File: src/pkg/txhf_pkg.sv
`default_nettype none
package txhf_pkg;
    // ------------------------------------------------------------
    // widths and constants
    // ------------------------------------------------------------
    localparam int unsigned BLK_W       = 12;        // free space in 16-byte blocks
    localparam int unsigned BLOCK_BYTES = 16;        // bytes held by one block
    localparam int unsigned REQ_W       = 5;         // request length, 1..16 blocks
    localparam int unsigned FILL_W      = 8;         // fill count, up to 128
    localparam logic [7:0]  FLAG_BYTE   = 8'h7e;     // hdlc flag
    localparam logic [7:0]  IDLE_BYTE   = 8'hff;     // eight ones
    localparam logic [3:0]  SIZE_VAR    = 4'h0;      // code that allows a variable burst

    // ------------------------------------------------------------
    // level tables, indexed by trigger code
    // ------------------------------------------------------------
    localparam logic [BLK_W-1:0] START_LVL0 [16] = '{
        12'h001, 12'h002, 12'h003, 12'h004, 12'h006, 12'h008, 12'h00c, 12'h010,
        12'h018, 12'h020, 12'h030, 12'h040, 12'h080, 12'h100, 12'h200, 12'h400};
    localparam logic [BLK_W-1:0] START_LVL1 [16] = '{
        12'h001, 12'h001, 12'h002, 12'h003, 12'h004, 12'h006, 12'h008, 12'h00c,
        12'h010, 12'h018, 12'h020, 12'h030, 12'h060, 12'h0c0, 12'h180, 12'h300};
    localparam logic [BLK_W-1:0] STARVE_LVL [16] = '{
        12'h002, 12'h003, 12'h004, 12'h006, 12'h008, 12'h00c, 12'h010, 12'h018,
        12'h020, 12'h030, 12'h040, 12'h060, 12'h0c0, 12'h180, 12'h300, 12'h600};

    // ------------------------------------------------------------
    // carriers
    // ------------------------------------------------------------
    typedef struct packed {
        logic       start_mode_select;   // selects start level column
        logic       fill_idle;           // 1: all-ones fill, 0: flags
        logic       low_priority_n;      // 1: expedited requests inhibited
        logic [3:0] level;               // trigger level code
        logic [2:0] gap;                 // minimum fill code
        logic [3:0] transfer_size_code;  // blocks less one
    } txhf_prov_t;

    typedef struct packed {
        logic [7:0]       ch;            // channel number
        logic [REQ_W-1:0] blocks;        // blocks requested
        logic             expedite;      // expedited request
    } txhf_req_t;

    typedef enum logic [0:0] {ACC_IDLE, ACC_READ} txhf_acc_t;
endpackage
`default_nettype wire
File: src/logic/txhf_trig.sv
`timescale 1ns/1ps
`default_nettype none
module txhf_trig
    import txhf_pkg::*;
#(
    parameter int unsigned NUM_CH = 4
) (
    input  wire logic                             core_clk_i,      // 250 MHz core clock
    input  wire logic                             reset_n_i,       // async reset, active low
    input  wire logic                             stage_wr_i,      // load staging register
    input  wire txhf_pkg::txhf_prov_t             stage_data_i,    // staging write data
    input  wire logic                             prov_wr_i,       // indirect channel write
    input  wire logic                             prov_rd_i,       // indirect channel read
    input  wire logic [7:0]                       prov_ch_i,       // channel for indirect access
    input  wire logic                             dma_len_limit_enable_i, // burst limiting
    input  wire logic [3:0]                       burst_max_i,     // burst maximum less one
    input  wire logic [NUM_CH-1:0][txhf_pkg::BLK_W-1:0] free_blocks_i, // free space per channel
    input  wire logic [NUM_CH-1:0]                eop_stored_i,    // end of packet in fifo
    input  wire logic [NUM_CH-1:0]                tx_active_i,     // packet being sent
    input  wire logic [NUM_CH-1:0]                req_done_i,      // request served, pulse
    input  wire logic                             req_ready_i,     // requester accepts
    output logic                                  req_valid_o,     // request waiting
    output txhf_pkg::txhf_req_t                   req_o,           // request word
    output txhf_pkg::txhf_prov_t                  stage_o,         // staging readback
    output logic                                  busy_o,          // indirect read running
    output logic [NUM_CH-1:0]                     start_tx_o,      // start transmission
    output logic [NUM_CH-1:0][txhf_pkg::FILL_W-1:0] fill_min_o,    // minimum fill count
    output logic [NUM_CH-1:0][7:0]                fill_byte_o,     // fill byte pattern
    output logic [NUM_CH-1:0]                     stuff_en_o       // bit stuffing on fill
);
    import txhf_pkg::*;

    localparam int unsigned CH_W = (NUM_CH > 1) ? $clog2(NUM_CH) : 1;

    // ------------------------------------------------------------
    // provisioning memory and staging register
    // ------------------------------------------------------------
    txhf_prov_t              mem_r   [NUM_CH];
    txhf_prov_t              mem_nxt [NUM_CH];
    txhf_prov_t              stage_r, stage_nxt;
    txhf_acc_t               acc_r, acc_nxt;
    logic [CH_W-1:0]         acc_ch_r, acc_ch_nxt;

    // a read lands one cycle later; a staging write in that cycle loses
    always_comb begin
        mem_nxt    = mem_r;
        stage_nxt  = stage_r;
        acc_nxt    = acc_r;
        acc_ch_nxt = acc_ch_r;
        if (stage_wr_i) begin
            stage_nxt = stage_data_i;
        end
        if (prov_wr_i) begin
            mem_nxt[prov_ch_i[CH_W-1:0]] = stage_r;
        end
        case (acc_r)
            ACC_IDLE: begin
                if (prov_rd_i) begin
                    acc_nxt    = ACC_READ;
                    acc_ch_nxt = prov_ch_i[CH_W-1:0];
                end
            end
            ACC_READ: begin
                stage_nxt = mem_r[acc_ch_r];
                acc_nxt   = ACC_IDLE;
            end
            default: acc_nxt = ACC_IDLE;
        endcase
    end

    always_ff @(posedge core_clk_i or negedge reset_n_i) begin
        if (!reset_n_i) begin
            for (int i = 0; i < NUM_CH; i++) begin
                mem_r[i] <= '0;
            end
            stage_r  <= '0;
            acc_r    <= ACC_IDLE;
            acc_ch_r <= '0;
        end else begin
            mem_r    <= mem_nxt;
            stage_r  <= stage_nxt;
            acc_r    <= acc_nxt;
            acc_ch_r <= acc_ch_nxt;
        end
    end

    // ------------------------------------------------------------
    // per-channel start and fill decisions
    // ------------------------------------------------------------
    logic [NUM_CH-1:0]             start_nxt;
    logic [NUM_CH-1:0][FILL_W-1:0] fill_min_nxt;
    logic [NUM_CH-1:0][7:0]        fill_byte_nxt;
    logic [NUM_CH-1:0]             stuff_nxt;
    logic [NUM_CH-1:0]             start_r, stuff_r;
    logic [NUM_CH-1:0][FILL_W-1:0] fill_min_r;
    logic [NUM_CH-1:0][7:0]        fill_byte_r;

    // each channel looks only at its own fields, free space and end-of-packet flag
    always_comb begin
        logic [BLK_W-1:0]  lvl;
        logic [FILL_W-1:0] flags;
        lvl   = '0;
        flags = '0;
        for (int i = 0; i < NUM_CH; i++) begin
            lvl = mem_r[i].start_mode_select ? START_LVL1[mem_r[i].level]
                                             : START_LVL0[mem_r[i].level];
            start_nxt[i] = (free_blocks_i[i] <= lvl) || eop_stored_i[i];
            flags = FILL_W'(1) << mem_r[i].gap;
            if (mem_r[i].fill_idle) begin
                fill_min_nxt[i]  = (mem_r[i].gap < 3'h2) ? '0 : FILL_W'(flags - FILL_W'(2));
                fill_byte_nxt[i] = IDLE_BYTE;
                stuff_nxt[i]     = 1'b0;
            end else begin
                fill_min_nxt[i]  = flags;
                fill_byte_nxt[i] = FLAG_BYTE;
                stuff_nxt[i]     = 1'b1;
            end
        end
    end

    always_ff @(posedge core_clk_i or negedge reset_n_i) begin
        if (!reset_n_i) begin
            start_r     <= '0;
            fill_min_r  <= '0;
            fill_byte_r <= '0;
            stuff_r     <= '0;
        end else begin
            start_r     <= start_nxt;
            fill_min_r  <= fill_min_nxt;
            fill_byte_r <= fill_byte_nxt;
            stuff_r     <= stuff_nxt;
        end
    end

    // ------------------------------------------------------------
    // request scan, one channel per cycle
    // ------------------------------------------------------------
    logic [CH_W-1:0]   scan_r, scan_nxt;
    logic [NUM_CH-1:0] pend_r, pend_nxt;
    logic              push, in_ready;
    txhf_req_t         push_req;

    // round robin keeps a busy channel from starving the others
    always_comb begin
        logic [BLK_W-1:0] fr;
        logic [BLK_W-1:0] xsz;
        logic [BLK_W-1:0] cap;
        logic             norm, expd;
        txhf_prov_t       p;
        p        = mem_r[scan_r];
        fr       = free_blocks_i[scan_r];
        xsz      = BLK_W'(p.transfer_size_code) + BLK_W'(1);
        cap      = BLK_W'(burst_max_i) + BLK_W'(1);
        norm     = fr >= xsz;
        expd     = tx_active_i[scan_r] && !eop_stored_i[scan_r]
                   && (fr >= STARVE_LVL[p.level]) && !p.low_priority_n;
        push_req = '0;
        push_req.ch       = 8'(scan_r);
        push_req.expedite = expd;
        push_req.blocks   = REQ_W'(xsz);
        if (dma_len_limit_enable_i && p.transfer_size_code == SIZE_VAR) begin
            push_req.blocks = REQ_W'((fr < cap) ? fr : cap);
        end
        push     = in_ready && !pend_r[scan_r] && (norm || expd) && (fr != '0);
        pend_nxt = (pend_r & ~req_done_i) | ((NUM_CH'(push)) << scan_r);
        scan_nxt = (scan_r == CH_W'(NUM_CH - 1)) ? '0 : CH_W'(scan_r + CH_W'(1));
    end

    always_ff @(posedge core_clk_i or negedge reset_n_i) begin
        if (!reset_n_i) begin
            scan_r <= '0;
            pend_r <= '0;
        end else begin
            scan_r <= scan_nxt;
            pend_r <= pend_nxt;
        end
    end

    // ------------------------------------------------------------
    // two-entry buffer toward the dma requester
    // ------------------------------------------------------------
    txhf_req_t out_r, out_nxt, skid_r, skid_nxt;
    logic      out_v_r, out_v_nxt, skid_v_r, skid_v_nxt;
    logic      pop;

    // skid entry lets the output stay registered while ready drops
    always_comb begin
        pop        = out_v_r && req_ready_i;
        in_ready   = !skid_v_r;
        out_nxt    = out_r;
        skid_nxt   = skid_r;
        out_v_nxt  = out_v_r;
        skid_v_nxt = skid_v_r;
        if (skid_v_r) begin
            if (pop) begin
                out_nxt    = skid_r;
                skid_v_nxt = 1'b0;
            end
        end else if (push) begin
            if (!out_v_r || pop) begin
                out_nxt   = push_req;
                out_v_nxt = 1'b1;
            end else begin
                skid_nxt   = push_req;
                skid_v_nxt = 1'b1;
            end
        end else if (pop) begin
            out_v_nxt = 1'b0;
        end
    end

    always_ff @(posedge core_clk_i or negedge reset_n_i) begin
        if (!reset_n_i) begin
            out_r    <= '0;
            skid_r   <= '0;
            out_v_r  <= 1'b0;
            skid_v_r <= 1'b0;
        end else begin
            out_r    <= out_nxt;
            skid_r   <= skid_nxt;
            out_v_r  <= out_v_nxt;
            skid_v_r <= skid_v_nxt;
        end
    end

    // ------------------------------------------------------------
    // outputs
    // ------------------------------------------------------------
    assign req_valid_o = out_v_r;
    assign req_o       = out_r;
    assign stage_o     = stage_r;
    assign busy_o      = (acc_r == ACC_READ);
    assign start_tx_o  = start_r;
    assign fill_min_o  = fill_min_r;
    assign fill_byte_o = fill_byte_r;
    assign stuff_en_o  = stuff_r;

    // ------------------------------------------------------------
    // checks
    // ------------------------------------------------------------
    req_hold_a: assert property (@(posedge core_clk_i) disable iff (!reset_n_i)
        req_valid_o && !req_ready_i |=> req_valid_o && $stable(req_o))
        else $error("request changed while stalled");
    no_repeat_a: assert property (@(posedge core_clk_i) disable iff (!reset_n_i)
        push |-> !pend_r[scan_r] ##1 pend_r[$past(scan_r)])
        else $error("request issued while one outstanding");
    low_prio_a: assert property (@(posedge core_clk_i) disable iff (!reset_n_i)
        push && mem_r[scan_r].low_priority_n |-> !push_req.expedite)
        else $error("low priority channel expedited");
    burst_cap_a: assert property (@(posedge core_clk_i) disable iff (!reset_n_i)
        push && dma_len_limit_enable_i |-> push_req.blocks <= REQ_W'(burst_max_i) + REQ_W'(1)
            || mem_r[scan_r].transfer_size_code != SIZE_VAR)
        else $error("variable burst above maximum");
    fixed_size_a: assert property (@(posedge core_clk_i) disable iff (!reset_n_i)
        push && !dma_len_limit_enable_i |->
            push_req.blocks == REQ_W'(mem_r[scan_r].transfer_size_code) + REQ_W'(1))
        else $error("request size not transfer size plus one");
    start_eop_a: assert property (@(posedge core_clk_i) disable iff (!reset_n_i)
        eop_stored_i[0] |=> start_tx_o[0])
        else $error("start missing with end of packet stored");
    idle_fill_a: assert property (@(posedge core_clk_i) disable iff (!reset_n_i)
        mem_r[0].fill_idle |=> fill_byte_o[0] == IDLE_BYTE && !stuff_en_o[0])
        else $error("idle fill wrong");
    read_back_a: assert property (@(posedge core_clk_i) disable iff (!reset_n_i)
        acc_r == ACC_IDLE && prov_rd_i ##1 !stage_wr_i |=> stage_o == $past(mem_r[acc_ch_r]))
        else $error("indirect read not shown in staging");
endmodule // txhf_trig
`default_nettype wire

File: config.mk
export PLATFORM = sky130hd
export DESIGN_NAME = txhf_trig
export DESIGN_NICKNAME = d
export VERILOG_FILES = /design/src/pkg/txhf_pkg.sv /design/src/logic/txhf_trig.sv
export SDC_FILE = /design/constraint.sdc
export NUM_CORES = 1
export LEC_CHECK = 0
export BUFFER_PORTS_ARGS = -buffer_cell sky130_fd_sc_hd__buf_4
export CAP_MARGIN = 25
export CORE_ASPECT_RATIO = 0.8
export CORE_MARGIN = 5
export CORE_UTILIZATION = 45
export DETAILED_ROUTE_END_ITERATION = 10
export PLACE_DENSITY = 0.67
export SLEW_MARGIN = 10
export SYNTH_ARGS = -nofsm -noshare
export SYNTH_HDL_FRONTEND = slang
export SYNTH_SLANG_ARGS = --single-unit
File: constraint.sdc
create_clock -name core_clk_i -period 5.5 [get_ports core_clk_i]
set_input_delay 0.825 -clock core_clk_i [delete_from_list [all_inputs] [get_ports core_clk_i]]
set_output_delay 0.825 -clock core_clk_i [all_outputs]
set_load 0.05 [all_outputs]
==> impl_metrics.ini, run 1 <==
[pwr]
totalPowerFinal_mw = 5.72
p_per_area_nw_per_um2 = 473
pwr-share-comb_pct = 47.0
p_leak_nw = 5.65
netSwitchingPower_mw = 2.59
worst_ir_drop_vdd_mv = 0.276
switching_share_pct = 45.2
seq_power_share_pct = 33.3
p_clk_share_pct = 19.8
cell_internal_pwr_mw = 3.14

[sta]
worst_slew_pin_slew_ns = 0.951
period_minus_slack_ns = 4.65
clock_skew_ns = 0.0113
final-setup-viol-count = 0
max_freq_ghz = 0.215
relSlewSlack_pct = 36.4
period_share_pct = 84.5
final-max-slew-violation-count = 0
post-route-worst-setup-slack_ns = 0.852
setup-tns-final_ns = 0
hold_viol_final = 0
rsz0062_at_grt = no
holdWs_ns = 0.419

[clock_tree]
cts_resized = 0
clkTransAtPathRegs_ns = 0.07
postCtsHoldBufs = 0
clockRootBuffer = clkbuf_16
cts_setup_buffers = 0
clock_path_buffers = 2
clkSinkCount = 142
htree_levels = 4
cts_made_buffers = 17
clock_latency_ns = 0.42
cts_tree = yes

[cells_and_area]
diodes = 0
layout.nets = 1322
layout.cells.non_filler = 1432
syn2layout_area_growth_pct = 19.0
fin_util_pct = 54.0
design_area_sq_um = 12100
drive_gt1_share_pct = 29.4

[synth]
synth-seq-cells = 142
seq_area_frac_synth_pct = 35.0
synth_edf_count = 0
synth_top_family_by_area = multiplexers
yosys_warnings = 0
synthCells = 983
yosys.area_share.simple_pct = 14.2
syn_avg_cell_area_sq_um = 10.3
ys.flop_type = dfrtp_1
syn-cell-area_sq_um = 10200
synth_cell_types = 67
synth_xor_area_share_pct = 0.345
synth_compound_area_share_pct = 10.8
synth_fa_ha_area_share_pct = 14.3
ys_async_sr_fraction_pct = 100
synth_mux_area_share_pct = 18.9

[detailed_routing]
drt_wl_total_microns = 26200
drc = 0
wl_per_cell_microns = 18.3
dr.pass1.iters = 5
drt_iter0_drc = 374
avgViaCountPerCell = 5.49
vias = 7865
antenna_left = 0

[run]
maxCapViolCount = 0

[die]
row_count = 49
dieArea_sq_um = 25700
chipWidth_microns = 178
dieHeight_microns = 144
core_area_sq_um = 22400
ios = 195
start_util_pct = 45.4

[setup_path]
cpMostUsedCell = ha_1
r2r_setup_slack_ns = 0.85
crit_buf_inv = 1
cp_cell_sequence = mux4_2 -> inv_1 -> ha_1 -> mux2i_1 -> or2_2 -> ha_1 -> nand2_1 -> o21ai_0 -> a21oi_1 -> o21ai_2 -> a221oi_4 -> o41ai_4 -> nand3b_2 -> mux2_4
cp-end-kind = flip-flop
slowest_delay_ns = 0.79
critPathArrivalTime_ns = 4.95
startpoint_type = flip-flop
crit_fanout = 16
r2r-end = skid_r[7]
cp_slowest_cell = dfrtp_1
r2r_cells = 14
crit_family = compound AO/OA/AOI/OAI gates
r2r_start = scan_r[1]
worstPathRequired_ns = 5.80
criticalPathCategory = reg -> reg

[global_route]
grt_first_pass_wirelength_microns = 41000
grt_max_degree = 71
antenna_found_initial = 0
grtUsageTotal_pct = 20.3
grt_pass1_vias = 7636
overflow = 0

[status]
outcome = complete, no violations

[placed_design]
hpwl_microns = 19900
placed_cell_area_sq_um = 11500
dp_cells = 1400
place_congestion = 0.936
port_buffers = 182
post-place-ws_ns = 0.824

[min_path]
hold_path_class = in -> async
flip-flops by register name, summed over array words and instances, names as in the netlist:
register and count:
mem_r 56, skid_r 8, req_valid_o 1, acc_ch_r 2, scan_r 2, pend_r 4
start_tx_o 4, fill_min_o 32, stage_o 14, stuff_en_o 4, skid_v_r 1, busy_o 1
fill_byte_o 5, req_o 8
how the worst max path moves through the flow:
stage                     startpoint   endpoint  slack [ns]  cells past startpoint
after floorplan            scan_r[1]  skid_r[2]        1.36                     18
after global placement     scan_r[1]  skid_r[6]        0.87                     14
after detailed placement   scan_r[1]  skid_r[3]        0.82                     14
after CTS                  scan_r[1]  skid_r[7]        0.80                     14
after global routing       scan_r[0]  skid_r[7]        0.60                     11
final                      scan_r[1]  skid_r[7]        0.85                     14
synthesized netlist by cell type (all sizes together), types with 9 or more instances:
library cell,number,area (sq um)
a21o,16,120
nor3,35,180
ha,116,1450
dfrtp,142,3550
or3,9,56.3
clkbuf,37,139
nand2,87,327
nand3,29,145
buf,45,330
o21ai,64,328
nand2b,17,106
mux2,66,762
inv,47,176
nor2,36,145
a21oi,29,145
nor2b,21,131
mux4,35,811
nand4,16,100
mux2i,35,350
o22ai,13,81.3
kinds of logic after synthesis:
family / Yosys count
buf+inv: 129
other cells: 2
simple gates: 284
mux: 136
fa+ha+maj: 116
flops: 142
compound gates: 170
xor+xnor: 4
cell type report:
| type | count | area [sq um] |
|---|---|---|
| clock buffers | 17 | 425 |
| clock inverters | 15 | 150 |
| fillers | 2025 | 10300 |
| inverters | 47 | 176 |
| multi-input cells | 717 | 5990 |
| flip-flops and latches | 142 | 3550 |
| well taps | 306 | 383 |
| repair buffers | 188 | 1420 |
layer usage:
| metal | routed length [microns] | track usage [%] | up-vias |
|---|---|---|---|
| met3 | 1530 | 4.00 | 17 |
| met5 | 0 | 0 | - |
| met1 | 12600 | 29.9 | 3832 |
| li1 | - | - | 3812 |
| met4 | 273 | 4.11 | 0 |
| met2 | 11800 | 31.2 | 204 |
placed cells by master, fill, tap and decap left out, drive strengths merged, types with 3 or more instances in the layout:
cell and instances:
a2111oi 7, a211o 3, a211oi 4, a21o 16
a21oi 29, a22oi 3, a31oi 8, and3 6
buf 188, clkbuf 17, clkinv 3, clkinvlp 4
conb 7, dfrtp 142, ha 116, inv 54
mux2 66, mux2i 35, mux4 35, nand2 87
nand2b 17, nand3 29, nand3b 3, nand4 16
nand4b 6, nor2 36, nor2b 21, nor3 35
nor3b 8, o211ai 3, o21a 3, o21ai 64
o22ai 13, o2bb2ai 4, or2 4, or3 9
power by group through the flow:
stage          Combinational (mW)  Sequential [mW]  Clock [mW]
6_report                     2.69             1.90        1.13
5_1_grt                      2.96             1.97        1.20
4_1_cts                      2.70             1.90        1.16
3_5_place_dp                 2.69             1.92           0
3_3_place_gp                 2.64             1.90           0
2_1_floorplan                1.65             2.19           0
(Power assumes the default switching activity.)
==> inputs of run 2 (changes only) <==
==> constraint.sdc (replaced) <==
create_clock -name core_clk_i -period 4.5 [get_ports core_clk_i]
set_input_delay 0.675 -clock core_clk_i [delete_from_list [all_inputs] [get_ports core_clk_i]]
set_output_delay 0.675 -clock core_clk_i [all_outputs]
set_load 0.05 [all_outputs]
==> impl_metrics.ini, run 2 (synthesis results as in run 1) <==
[setup_path]
crit_family = compound AO/OA/AOI/OAI gates
crit_buf_inv = 1
crit_fanout = 10
r2r_start = mem_r[22]
cp_slowest_cell = mux4_2
cpMostUsedCell = ha_1
cp_cell_sequence = mux4_2 -> inv_1 -> ha_1 -> mux2i_1 -> or2_2 -> ha_1 -> nand2_1 -> o21ai_0 -> a21oi_1 -> o21ai_2 -> a221oi_4 -> o41ai_4 -> nand3b_2 -> mux2_4
slowest_delay_ns = 0.58
critPathArrivalTime_ns = 4.54
criticalPathCategory = reg -> reg
worstPathRequired_ns = 4.82
startpoint_type = flip-flop
cp-startpoint = mem_r[22]
cp-end-kind = flip-flop

[sta]
clock_skew_ns = 0.0139
relSlewSlack_pct = 36.7
period_minus_slack_ns = 4.23
rsz0062_at_grt = no
period_share_pct = 93.9
hold_viol_final = 0
worst_slew_pin_slew_ns = 0.950
final-max-slew-violation-count = 0
post-route-worst-setup-slack_ns = 0.274
setup-tns-final_ns = 0
final-setup-viol-count = 0
max_freq_ghz = 0.237

[cells_and_area]
n_fill_cell = 1979
largest_reg_flops = 56
final_cell_mix = buf_4, dfrtp_1, ha_1
drive_gt1_share_pct = 30.2
layout_commonest_cell = buf_4
layout.nets = 1335
multiInputGateArea_sq_um = 5990
fin_util_pct = 54.7
regArea_sq_um = 3550
regMostFlops = mem_r
diodes = 0
syn2layout_area_growth_pct = 20.4

[die]
start_util_pct = 45.4
core_area_sq_um = 22400
dieArea_sq_um = 25700
ios = 195
dieHeight_microns = 144
chipWidth_microns = 178
row_count = 49

[clock_tree]
cts_resized = 0
clock_latency_ns = 0.43
postCtsHoldBufs = 0
clkSinkCount = 142
clkTransAtPathRegs_ns = 0.07
cts_setup_buffers = 0
clockRootBuffer = clkbuf_16
htree_levels = 4
cts_made_buffers = 17
cts_tree = yes
clock_path_buffers = 2

[detailed_routing]
drc = 0
vias = 7875
avgViaCountPerCell = 5.45
drt_wl_total_microns = 26200
dr.pass1.iters = 4
wl_per_cell_microns = 18.1
drt_iter0_drc = 431
antenna_left = 0

[placed_design]
hpwl_microns = 20000
place_congestion = 0.952
post-place-ws_ns = 0.270
port_buffers = 182

[pwr]
p_per_area_nw_per_um2 = 580
worst_ir_drop_vdd_mv = 0.320
p_leak_nw = 5.75

[global_route]
grt_pass1_vias = 7656
antenna_found_initial = 1
grt_first_pass_wirelength_microns = 41200
grt_max_degree = 102
grtUsageTotal_pct = 20.6
overflow = 0

[min_path]
hold_path_class = in -> async

[status]
outcome = complete, no violations

[run]
maxCapViolCount = 0
run 2: cell types whose count changed in the layout (fill, tap and decap cells not counted):
| cell | previous run | this run |
|---|---|---|
| buf_4 | 187 | 198 |
| clkinvlp_4 | 4 | 0 |
| inv_8 | 1 | 3 |
| buf_16 | 0 | 1 |
| buf_8 | 0 | 1 |
| clkinv_8 | 0 | 1 |
| inv_6 | 6 | 7 |
run 2: worst paths after layout:
kind	endpoint	slack (ns)	cells after the start
setup / recovery	skid_r[6]	0.27	14
hold / removal	req_o[2]	0.06	1
setup reg to reg	skid_r[6]	0.27	14
hold reg to reg	skid_r[5]	0.52	2
max in group asynchronous	mem_r[23]	3.32	3
min in group core_clk_i	pend_r[0]	0.42	2
run 2: metrics by stage:
step / std cells / cell area (sq um) / hold slack, ns / power [mW]
after detailed placement: 1411 / 11600 / 0.505 / 5.68
after CTS: 1443 / 12200 / 0.398 / 7.14
after global placement: 1411 / 11600 / 0.498 / 5.60
after global routing: 1445 / 12200 / 0.0468 / 7.61
after floorplan: 988 / 10200 / 0.379 / 4.69
final: 1445 / 12200 / 0.0587 / 7.10
run 2: per-layer routing:
layer | global-route usage, % | part of all wire, % | vias to the layer above
met5 | 0 | 0.027 | -
met4 | 4.31 | 1.1 | 2
met3 | 5.46 | 6.5 | 26
met2 | 31.4 | 45 | 204
met1 | 29.6 | 47 | 3810
li1 | - | - | 3833
run 2: area by class of cell:
class,count,area share (%)
sequential,142,29.0
multi-input combinational,717,48.9
clock buffer,17,3.48
tap,306,3.13
clock inverter,15,1.37
timing repair buffer,201,12.6
inverter,47,1.44
run 2: report_power, final:
group | leakage (nW) | internal, mW | total, mW | switching, mW
clock network | 0.293 | 0.792 | 1.43 | 0.643
registers | 1.77 | 1.69 | 2.24 | 0.544
logic | 3.69 | 1.41 | 3.43 | 2.02
total | 5.75 | 3.89 | 7.10 | 3.21
